### config.mk
export PLATFORM = sky130hd
export DESIGN_NAME = ssp_pin_roles
export DESIGN_NICKNAME = d
export VERILOG_FILES = /design/src/hw/ssp_pkg.sv /design/src/hw/ssp_sync2.sv /design/src/hw/ssp_fifo.sv /design/src/hw/ssp_pin_roles.sv
export SDC_FILE = /design/constraint.sdc
export NUM_CORES = 1
export LEC_CHECK = 0
export ABC_AREA = 1
export BUFFER_PORTS_ARGS = -buffer_cell sky130_fd_sc_hd__buf_2
export CORE_MARGIN = 5
export CORE_UTILIZATION = 40
export CTS_CLUSTER_SIZE = 28
export DETAILED_ROUTE_END_ITERATION = 12
export PLACE_DENSITY = 0.63
export SLEW_MARGIN = 40
export SYNTH_ARGS = -nofsm -noshare
export SYNTH_HDL_FRONTEND = slang
export SYNTH_SLANG_ARGS = --single-unit
### constraint.sdc
create_clock -name CLK -period 5.7 [get_ports CLK]
set_clock_uncertainty 0.1 [all_clocks]
set_input_delay 0.57 -clock CLK [delete_from_list [all_inputs] [get_ports CLK]]
set_output_delay 0.57 -clock CLK [all_outputs]
set_load 0.02 [all_outputs]
### src/hw/ssp_pkg.sv
// Purpose: Shared constants and types for the serial port pin role block
// Assumes: 25 MHz system clock, APB register access with 32-bit data
// Notes:   Register offsets are byte addresses, one aligned word each
package ssp_pkg;

  // ****************************************
  // Timing
  // ****************************************
  localparam int CLK_PERIOD_NS   = 40;
  localparam int SCK_HALF_MIN_NS = 120;
  localparam int SCK_HALF_CYC    = (SCK_HALF_MIN_NS + CLK_PERIOD_NS - 1) / CLK_PERIOD_NS;
  localparam int DIV_W           = 4;
  localparam logic [DIV_W-1:0] SCK_HALF_LAST = DIV_W'(SCK_HALF_CYC - 1);

  // ****************************************
  // Pins
  // ****************************************
  localparam int NPINS     = 6;
  localparam int PIN_CTRL0 = 0;
  localparam int PIN_CTRL1 = 1;
  localparam int PIN_CTRL2 = 2;
  localparam int PIN_SCK   = 3;
  localparam int PIN_RX    = 4;
  localparam int PIN_TX    = 5;

  // ****************************************
  // Registers
  // ****************************************
  localparam int AW = 8;
  localparam logic [AW-1:0] OFS_DIR      = 8'h00;
  localparam logic [AW-1:0] OFS_CTRL     = 8'h04;
  localparam logic [AW-1:0] OFS_MODE     = 8'h08;
  localparam logic [AW-1:0] OFS_GPIO_OUT = 8'h0c;
  localparam logic [AW-1:0] OFS_GPIO_IN  = 8'h10;
  localparam logic [AW-1:0] OFS_TXDATA   = 8'h14;
  localparam logic [AW-1:0] OFS_RXDATA   = 8'h18;
  localparam logic [AW-1:0] OFS_STATUS   = 8'h1c;

  localparam int MODE_W      = 11;
  localparam int M_ASYNC     = 0;
  localparam int M_FLAG0_SEL = 1;
  localparam int M_FLAG1_SEL = 2;
  localparam int M_SCK_OUT   = 3;
  localparam int M_FS_OUT    = 4;
  localparam int M_RXCLK_OUT = 5;
  localparam int M_RXFS_OUT  = 6;
  localparam int M_FLAG0     = 7;
  localparam int M_FLAG1     = 8;
  localparam int M_STOP      = 9;
  localparam int M_WAIT      = 10;

  localparam logic [NPINS-1:0]  DIR_RST  = 6'h00;
  localparam logic [NPINS-1:0]  CTRL_RST = 6'h00;
  localparam logic [NPINS-1:0]  GOUT_RST = 6'h00;
  localparam logic [MODE_W-1:0] MODE_RST = 11'h000;

  localparam int ST_TX_BUSY    = 0;
  localparam int ST_RX_VALID   = 1;
  localparam int ST_FIFO_FULL  = 2;
  localparam int ST_FIFO_EMPTY = 3;

  // ****************************************
  // Data path
  // ****************************************
  localparam int WORD_W     = 8;
  localparam int FIFO_DEPTH = 8;
  localparam int CNT_W      = 3;
  localparam logic [CNT_W-1:0] BIT_LAST = 3'h7;

  typedef enum logic {
    TX_IDLE  = 1'b0,
    TX_SHIFT = 1'b1
  } tx_state_t;

endpackage

### src/hw/ssp_sync2.sv
// Purpose: Two-stage synchroniser for pin levels
// Assumes: Inputs are asynchronous to CLK
// Notes:   First stage feeds only the second stage
module ssp_sync2 #(
  parameter int WIDTH = 1
) (
  input  wire logic             clk,
  input  wire logic             arst_n,
  input  wire logic [WIDTH-1:0] din,
  output wire logic [WIDTH-1:0] dout
);

  typedef struct packed {
    logic [WIDTH-1:0] meta;
    logic [WIDTH-1:0] stable;
  } sync_t;

  sync_t st;
  sync_t next_st;

  always_comb
  begin
    next_st        = st;
    next_st.meta   = din;
    next_st.stable = st.meta;
  end

  always_ff @(posedge clk or negedge arst_n)
  begin
    if (!arst_n)
      st <= '0;
    else
      st <= next_st;
  end

  assign dout = st.stable;

endmodule

### src/hw/ssp_fifo.sv
// Purpose: Word FIFO with valid/ready on both sides
// Assumes: Single clock
// Notes:   in_ready low when full, out_valid low when empty
module ssp_fifo #(
  parameter int WIDTH = 8,
  parameter int DEPTH = 8
) (
  input  wire logic             clk,
  input  wire logic             arst_n,
  input  wire logic             in_valid,
  output wire logic             in_ready,
  input  wire logic [WIDTH-1:0] in_data,
  output wire logic             out_valid,
  input  wire logic             out_ready,
  output wire logic [WIDTH-1:0] out_data
);

  localparam int PW = $clog2(DEPTH);

  typedef struct packed {
    logic [DEPTH-1:0][WIDTH-1:0] mem;
    logic [PW-1:0]               wr;
    logic [PW-1:0]               rd;
    logic [PW:0]                 count;
  } fifo_t;

  fifo_t st;
  fifo_t next_st;
  logic  push;
  logic  pop;

  assign in_ready  = (st.count != (PW+1)'(DEPTH));
  assign out_valid = (st.count != '0);
  assign out_data  = st.mem[st.rd];

  always_comb
  begin
    next_st = st;
    push    = in_valid && in_ready;
    pop     = out_ready && out_valid;
    if (push)
    begin
      next_st.mem[st.wr] = in_data;
      next_st.wr         = PW'((st.wr == PW'(DEPTH - 1)) ? 0 : st.wr + 1'b1);
    end
    if (pop)
      next_st.rd = PW'((st.rd == PW'(DEPTH - 1)) ? 0 : st.rd + 1'b1);
    if (push && !pop)
      next_st.count = st.count + 1'b1;
    else if (pop && !push)
      next_st.count = st.count - 1'b1;
  end

  always_ff @(posedge clk or negedge arst_n)
  begin
    if (!arst_n)
      st <= '0;
    else
      st <= next_st;
  end

endmodule

### src/hw/ssp_pin_roles.sv
// Purpose: Pin function, direction and level control for the second serial port
// Assumes: Pins arrive asynchronous to CLK; APB slave for all settings
// Notes:   Output enables are active low; stop mode freezes pins and input capture
//
// Summary of operation
// - Reset leaves all six pins general inputs
// - General pin direction follows direction register
// - Control bit selects serial function per pin
// - Async: control pin zero is receive clock
// - Sync: pin zero is transmitter one or flag
// - Async: control pin one is receive frame sync
// - Sync: pin one is transmitter two or flag
// - Pin two carries frame sync by mode
// - Pin two drives internal or accepts external sync
// - Bit clock pin clocks transmitter, and receiver in sync mode
// - Receive pin is input, bits shifted in
// - Transmit pin drives shifted bits while busy
// - Stop state ignores inputs, holds output levels
// - Wait state leaves every pin unchanged
//
// Implementation choices: the APB register port and the register offsets.
module ssp_pin_roles
  import ssp_pkg::*;
(
  input  wire logic             CLK,
  input  wire logic             ARST_N,
  input  wire logic             PSEL,
  input  wire logic             PENABLE,
  input  wire logic             PWRITE,
  input  wire logic [AW-1:0]    PADDR,
  input  wire logic [31:0]      PWDATA,
  output wire logic [31:0]      PRDATA,
  output wire logic             PREADY,
  output wire logic             PSLVERR,
  input  wire logic [NPINS-1:0] PORT_IN,
  output wire logic [NPINS-1:0] PORT_OUT,
  output wire logic [NPINS-1:0] PORT_OE_N
);

  typedef struct packed {
    logic [NPINS-1:0]  dir;
    logic [NPINS-1:0]  ctrl;
    logic [NPINS-1:0]  gpio_out;
    logic [NPINS-1:0]  gpio_in;
    logic [NPINS-1:0]  port_out;
    logic [NPINS-1:0]  port_oe_n;
    logic [MODE_W-1:0] mode;
    logic              pready;
    logic              pslverr;
    logic [31:0]       prdata;
    logic [DIV_W-1:0]  div;
    logic              sck_gen;
    logic              fs_gen;
    logic              txclk_prev;
    logic              rxclk_prev;
    tx_state_t         tx_state;
    logic [WORD_W-1:0] txsh;
    logic [CNT_W-1:0]  txcnt;
    logic [WORD_W-1:0] rxsh;
    logic [WORD_W-1:0] rxword;
    logic [CNT_W-1:0]  rxcnt;
    logic              rx_act;
    logic              rx_valid;
  } state_t;

  localparam state_t ST_RST = '{
    dir: DIR_RST, ctrl: CTRL_RST, gpio_out: GOUT_RST, gpio_in: '0, port_out: '0,
    port_oe_n: '1, mode: MODE_RST, pready: 1'b0, pslverr: 1'b0, prdata: '0,
    div: '0, sck_gen: 1'b0, fs_gen: 1'b0, txclk_prev: 1'b0, rxclk_prev: 1'b0,
    tx_state: TX_IDLE, txsh: '0, txcnt: '0, rxsh: '0, rxword: '0, rxcnt: '0,
    rx_act: 1'b0, rx_valid: 1'b0};

  state_t            st;
  state_t            next_st;
  logic [NPINS-1:0]  pin_s;
  logic              fifo_push;
  logic              fifo_in_ready;
  logic              fifo_out_valid;
  logic              fifo_pop;
  logic [WORD_W-1:0] fifo_out_data;
  logic              tx_clk;
  logic              tx_fs;
  logic              rx_clk;
  logic              rx_fs;
  logic              tx_bit;
  logic              async_m;
  logic              stop_m;
  logic [NPINS-1:0]  s_out;
  logic [NPINS-1:0]  s_oe_n;
  logic              acc;
  logic              tx_stall;

  function automatic logic edge_of(input logic from_lvl, input logic to_lvl,
                                   input logic prev, input logic cur);
    edge_of = (prev == from_lvl) && (cur == to_lvl);
  endfunction

  function automatic logic is_mapped(input logic [AW-1:0] a);
    is_mapped = (a == OFS_DIR) || (a == OFS_CTRL) || (a == OFS_MODE) ||
                (a == OFS_GPIO_OUT) || (a == OFS_GPIO_IN) || (a == OFS_TXDATA) ||
                (a == OFS_RXDATA) || (a == OFS_STATUS);
  endfunction

  // ****************************************
  // Pin input synchroniser
  // ****************************************
  ssp_sync2 #(
    .WIDTH (NPINS)
  ) u_sync (
    .clk    (CLK),
    .arst_n (ARST_N),
    .din    (PORT_IN),
    .dout   (pin_s)
  );

  // ****************************************
  // Transmit word buffer
  // ****************************************
  ssp_fifo #(
    .WIDTH (WORD_W),
    .DEPTH (FIFO_DEPTH)
  ) u_fifo (
    .clk       (CLK),
    .arst_n    (ARST_N),
    .in_valid  (fifo_push),
    .in_ready  (fifo_in_ready),
    .in_data   (PWDATA[WORD_W-1:0]),
    .out_valid (fifo_out_valid),
    .out_ready (fifo_pop),
    .out_data  (fifo_out_data)
  );

  // ****************************************
  // Next state
  // ****************************************
  always_comb
  begin
    next_st   = st;
    async_m   = st.mode[M_ASYNC];
    stop_m    = st.mode[M_STOP];
    // Only synchronised levels are used; edges rely on slow external clock
    tx_clk    = st.mode[M_SCK_OUT] ? st.sck_gen : pin_s[PIN_SCK];
    tx_fs     = st.mode[M_FS_OUT] ? st.fs_gen : pin_s[PIN_CTRL2];
    rx_clk    = async_m ? (st.mode[M_RXCLK_OUT] ? st.sck_gen : pin_s[PIN_CTRL0]) : tx_clk;
    rx_fs     = async_m ? (st.mode[M_RXFS_OUT] ? st.fs_gen : pin_s[PIN_CTRL1]) : tx_fs;
    tx_bit    = st.txsh[WORD_W-1];
    acc       = PSEL && PENABLE;
    tx_stall  = PWRITE && (PADDR == OFS_TXDATA) && !fifo_in_ready;
    fifo_push = acc && st.pready && PWRITE && (PADDR == OFS_TXDATA);
    fifo_pop  = 1'b0;

    // APB: answer registered, write lands on the edge that sees pready
    if (acc && st.pready)
    begin
      next_st.pready  = 1'b0;
      next_st.pslverr = 1'b0;
      if (PWRITE)
      begin
        unique case (PADDR)
          OFS_DIR:      next_st.dir      = PWDATA[NPINS-1:0];
          OFS_CTRL:     next_st.ctrl     = PWDATA[NPINS-1:0];
          OFS_MODE:     next_st.mode     = PWDATA[MODE_W-1:0];
          OFS_GPIO_OUT: next_st.gpio_out = PWDATA[NPINS-1:0];
          default:      next_st.pslverr  = 1'b0;
        endcase
      end
      else if (PADDR == OFS_RXDATA)
        next_st.rx_valid = 1'b0;
    end
    else if (acc && !tx_stall)
    begin
      next_st.pready  = 1'b1;
      next_st.pslverr = !is_mapped(PADDR);
      next_st.prdata  = '0;
      if (!PWRITE)
      begin
        unique case (PADDR)
          OFS_DIR:      next_st.prdata[NPINS-1:0]  = st.dir;
          OFS_CTRL:     next_st.prdata[NPINS-1:0]  = st.ctrl;
          OFS_MODE:     next_st.prdata[MODE_W-1:0] = st.mode;
          OFS_GPIO_OUT: next_st.prdata[NPINS-1:0]  = st.gpio_out;
          OFS_GPIO_IN:  next_st.prdata[NPINS-1:0]  = st.gpio_in;
          OFS_RXDATA:   next_st.prdata[WORD_W-1:0] = st.rxword;
          OFS_STATUS:
          begin
            next_st.prdata[ST_TX_BUSY]    = (st.tx_state == TX_SHIFT);
            next_st.prdata[ST_RX_VALID]   = st.rx_valid;
            next_st.prdata[ST_FIFO_FULL]  = !fifo_in_ready;
            next_st.prdata[ST_FIFO_EMPTY] = !fifo_out_valid;
          end
          default:      next_st.prdata = '0;
        endcase
      end
    end

    // Serial role of each pin
    s_out[PIN_CTRL0]  = async_m ? st.sck_gen
                                : (st.mode[M_FLAG0_SEL] ? st.mode[M_FLAG0] : tx_bit);
    s_oe_n[PIN_CTRL0] = async_m ? !st.mode[M_RXCLK_OUT] : 1'b0;
    s_out[PIN_CTRL1]  = async_m ? st.fs_gen
                                : (st.mode[M_FLAG1_SEL] ? st.mode[M_FLAG1] : tx_bit);
    s_oe_n[PIN_CTRL1] = async_m ? !st.mode[M_RXFS_OUT] : 1'b0;
    s_out[PIN_CTRL2]  = st.fs_gen;
    s_oe_n[PIN_CTRL2] = !st.mode[M_FS_OUT];
    s_out[PIN_SCK]    = st.sck_gen;
    s_oe_n[PIN_SCK]   = !st.mode[M_SCK_OUT];
    s_out[PIN_RX]     = 1'b0;
    s_oe_n[PIN_RX]    = 1'b1;
    s_out[PIN_TX]     = tx_bit;
    s_oe_n[PIN_TX]    = (st.tx_state == TX_IDLE);

    // Stop freezes pins and inputs; wait bit has no effect here
    if (!stop_m)
    begin
      next_st.gpio_in    = pin_s;
      next_st.txclk_prev = tx_clk;
      next_st.rxclk_prev = rx_clk;
      for (int i = 0; i < NPINS; i++)
      begin
        next_st.port_out[i]  = st.ctrl[i] ? s_out[i] : st.gpio_out[i];
        next_st.port_oe_n[i] = st.ctrl[i] ? s_oe_n[i] : !st.dir[i];
      end

      // Bit clock divider
      if (st.div == SCK_HALF_LAST)
      begin
        next_st.div     = '0;
        next_st.sck_gen = !st.sck_gen;
      end
      else
        next_st.div = st.div + 1'b1;

      // Internal frame sync requests a word while idle with data waiting
      next_st.fs_gen = (st.tx_state == TX_IDLE) && fifo_out_valid;

      // Transmitter on rising bit clock
      if (edge_of(1'b0, 1'b1, st.txclk_prev, tx_clk))
      begin
        unique case (st.tx_state)
          TX_IDLE:
          begin
            if (tx_fs && fifo_out_valid)
            begin
              next_st.txsh     = fifo_out_data;
              next_st.txcnt    = '0;
              next_st.tx_state = TX_SHIFT;
              fifo_pop         = 1'b1;
            end
          end
          TX_SHIFT:
          begin
            if (st.txcnt == BIT_LAST)
            begin
              if (tx_fs && fifo_out_valid)
              begin
                next_st.txsh  = fifo_out_data;
                next_st.txcnt = '0;
                fifo_pop      = 1'b1;
              end
              else
                next_st.tx_state = TX_IDLE;
            end
            else
            begin
              next_st.txsh  = {st.txsh[WORD_W-2:0], 1'b0};
              next_st.txcnt = st.txcnt + 1'b1;
            end
          end
        endcase
      end

      // Receiver on falling bit clock; a new word beats a same-cycle clear
      if (edge_of(1'b1, 1'b0, st.rxclk_prev, rx_clk) && (st.rx_act || rx_fs))
      begin
        next_st.rxsh   = {st.rxsh[WORD_W-2:0], pin_s[PIN_RX]};
        next_st.rxcnt  = st.rxcnt + 1'b1;
        next_st.rx_act = 1'b1;
        if (st.rxcnt == BIT_LAST)
        begin
          next_st.rxword   = {st.rxsh[WORD_W-2:0], pin_s[PIN_RX]};
          next_st.rx_valid = 1'b1;
          next_st.rx_act   = 1'b0;
        end
      end
    end
  end

  always_ff @(posedge CLK or negedge ARST_N)
  begin
    if (!ARST_N)
      st <= ST_RST;
    else
      st <= next_st;
  end

  assign PRDATA    = st.prdata;
  assign PREADY    = st.pready;
  assign PSLVERR   = st.pslverr;
  assign PORT_OUT  = st.port_out;
  assign PORT_OE_N = st.port_oe_n;
endmodule

==> qor.yml <==
dpl.hpwl_mm: 14.6
clockRootBuffer: "clkbuf_16"
die_h_um: 160
reg2regPathDepth: 13
ys_seq_elements: 186
drcViolationCount: 0
r2r-start: "st[78]$_DFFE_PN0P_"
cts-buffers-inserted: 17
postSynthCellCount: 1156
cts_tree: "built"
hold_viol: 0
grt_antenna_before_repair: 1
synthArstFlopShare_pct: 100
cts_setup_buffers: 0
place.gp.congestion: 0.851
hold_class: "input port to async pin"
drive_gt1_share_pct: 9.27
rsz0062_at_grt: "false"
initial_utilization_pct: 40.3
syn_area_per_cell_um2: 7.83
worst_path_most_repeated_cell: "nand2_1"
period_needed_ns: 3.21
finalSetupViolCount: 0
timing.fmax_ghz: 0.312
synth_cell_types: 33
cp_data_arrival_time_ns: 3.43
cp-start-kind: "flop"
ctsResizeCount: 0
core-area_um2: 22400
maxSlewViolCount: 0
yosys_warnings: 0
r2r_slack_ns: 2.49
diodes: 0
stdcell_count: 1461
met3_length_mm: 1.26
viasPerCell: 4.97
routed-wl-met2_mm: 9.33
worstSetupEndpointType: "flop"
place_ws_ns: 2.36
final_core_util_pct: 44.0
clock_latency_ns: 0.43
criticalPathCategory: "flop to flop"
power_density_nw_per_um2: 284
ant_nets: 0
ctsHoldBuffers: 0
vias: 7260
maxCapViolCount: 0
routed_wl_mm: 21.2
wl_per_cell_um: 14.5
first_iter_violations: 616
path_clk_slew_ns: 0.07
synthFlopType: "dfrtp_1"
crit_chain: "o21ai_0 -> nand3_1 -> nor3_2 -> inv_1 -> ha_1 -> inv_1 -> ha_1 -> a21oi_1 -> nand2_1 -> a21oi_1 -> o21ai_0 -> nand2_1 -> nand2_1"
h-tree-depth: 4
place_area_um2: 9290
wl_met1_mm: 10.3
overflow: 0
dp_cells: 1429
die-area_um2: 25700
rows: 55
synth_area_um2: 9050
grt_usage_pct: 16.6
power_mw: 2.81
crit_buf_inv: 2
dr.pass1.iters: 5
yosysSeqAreaShare_pct: 51.5
grt_pass1_vias: 6584
synth_edf_count: 0
ir_drop_v: 0.000200
crit_path_max_fanout: 10
highest_layer: "met5"
cpMaxStageDelayCell: "nor3_2"
cp_top_family: "simple AND/OR/NAND/NOR gates"
grt_max_degree: 71
status: "completed"
slowest_delay_ns: 0.51
ios: 97
power.leakage_nw: 5.06
clock_sinks: 186
io_buffer_count: 54
holdWs_ns: 0.0275
final_nets: 1226
die_w_um: 160
cts.path.max_buffers: 2
period_share_pct: 56.3
tightest_slew_ns: 0.844
area_growth_pct: 9.15
rr_endpoint: "u_fifo.st[3]$_DFFE_PN0P_"
critPathRequiredTime_ns: 5.92
setup_slack_ns: 2.49
fin_area_um2: 9880
grt_pass1_wl_mm: 34.9
tns_ns: 0
maxSlewHeadroom_pct: 43.5
## cell families after synthesis
group / after synthesis / synth area share [%]
AO/OA/AOI/OAI: 166 / 9.51
XOR/XNOR: 4 / 0.387
adder cells (fa/ha/maj): 12 / 1.74
buffers and inverters: 192 / 10.0
flip-flops: 186 / 51.5
other: 1 / 0.0414
AND/OR/NAND/NOR: 595 / 26.8
## where the power goes
| part | switching, mW | internal (mW) |
|---|---|---|
| registers | 0.0316 | 1.37 |
| clock network | 0.567 | 0.621 |
| logic | 0.158 | 0.0603 |
| total | 0.756 | 2.05 |
## cell usage in the layout (no fill, tap or decap), types with 2 or more instances in the layout
cell | netlist | routed
nand3_1 | 90 | 90
o211ai_1 | 5 | 5
nor2_4 | 1 | 2
o21ai_0 | 122 | 122
inv_8 | 0 | 4
inv_2 | 1 | 2
nand4_1 | 11 | 11
ha_1 | 11 | 11
nand3b_1 | 2 | 2
dfrtp_1 | 180 | 179
inv_6 | 0 | 5
xnor2_1 | 4 | 4
inv_1 | 96 | 95
clkinvlp_4 | 0 | 4
nor3_1 | 4 | 4
o21ai_1 | 4 | 4
clkbuf_16 | 0 | 17
buf_6 | 0 | 2
o31ai_1 | 2 | 2
nand2_1 | 391 | 391
a21oi_1 | 27 | 27
buf_4 | 46 | 6
a31oi_1 | 4 | 4
buf_2 | 10 | 53
conb_1 | 1 | 21
nor2_1 | 91 | 90
dfstp_2 | 6 | 6
## worst register-to-register path, delay by kind of cell, from the launching register on
kind	cells	cell delay, ns
DFF	1	0.44
buffers and inverters	2	0.34
adders and majority gates	2	0.54
and+or+nand+nor	5	0.96
AOI/OAI and AO/OA	4	0.73
## cell type report
class                           count  area (µm²)
Tap cell                          285         357
Multi-Input combinational cell    798        3560
Timing Repair Buffer               62         347
Clock inverter                     15         154
Clock buffer                       17         425
Sequential cell                   186        4660
Fill cell                        2273       12600
Inverter                           98         368
## layer usage
metal | vias to the layer above | global-route usage (%)
li1 | 3623 | -
met1 | 3418 | 24.5
met2 | 197 | 25.1
met3 | 20 | 3.44
met4 | 2 | 4.22
met5 | - | 0
## cells in the mapped netlist, types with 2 or more instances
cell type / number / share of area (%)
o211ai_1: 5 / 0.41
o21ai_0: 122 / 6.7
buf_2: 10 / 0.55
nand3_1: 90 / 5.0
ha_1: 11 / 1.5
dfstp_2: 6 / 1.7
buf_4: 46 / 3.8
xnor2_1: 4 / 0.39
dfrtp_1: 180 / 50
a31oi_1: 4 / 0.28
clkbuf_1: 37 / 1.5
a21oi_1: 27 / 1.5
nand3b_1: 2 / 0.17
nand2_1: 391 / 16
nor3_1: 4 / 0.22
nor2_1: 91 / 3.8
o31ai_1: 2 / 0.17
o21ai_1: 4 / 0.22
inv_1: 96 / 4.0
nand4_1: 11 / 0.76
## state kept, by name, indices dropped and copies added (netlist names)
register and count:
async_m 1, s_out 3, st 71, u_sync.next_st 6, PRDATA 11, u_sync.dout 6
PORT_OUT 6, PSLVERR 1, u_fifo.st 74, PORT_OE_N 6, PREADY 1
## how the worst max path moves through the flow
stage | from | endpoint | slack [ns] | cells past startpoint
after floorplan | st[78]$_DFFE_PN0P_ | u_fifo.st[3]$_DFFE_PN0P_ | 3.10 | 13
after global placement | PADDR[5] | u_fifo.st[3]$_DFFE_PN0P_ | 2.37 | 16
after detailed placement | PADDR[5] | u_fifo.st[3]$_DFFE_PN0P_ | 2.36 | 16
after CTS | st[78]$_DFFE_PN0P_ | u_fifo.st[3]$_DFFE_PN0P_ | 2.48 | 13
after global routing | st[78]$_DFFE_PN0P_ | u_fifo.st[3]$_DFFE_PN0P_ | 2.11 | 13
final | st[78]$_DFFE_PN0P_ | u_fifo.st[3]$_DFFE_PN0P_ | 2.49 | 13
Power figures use the tool's default switching activity.
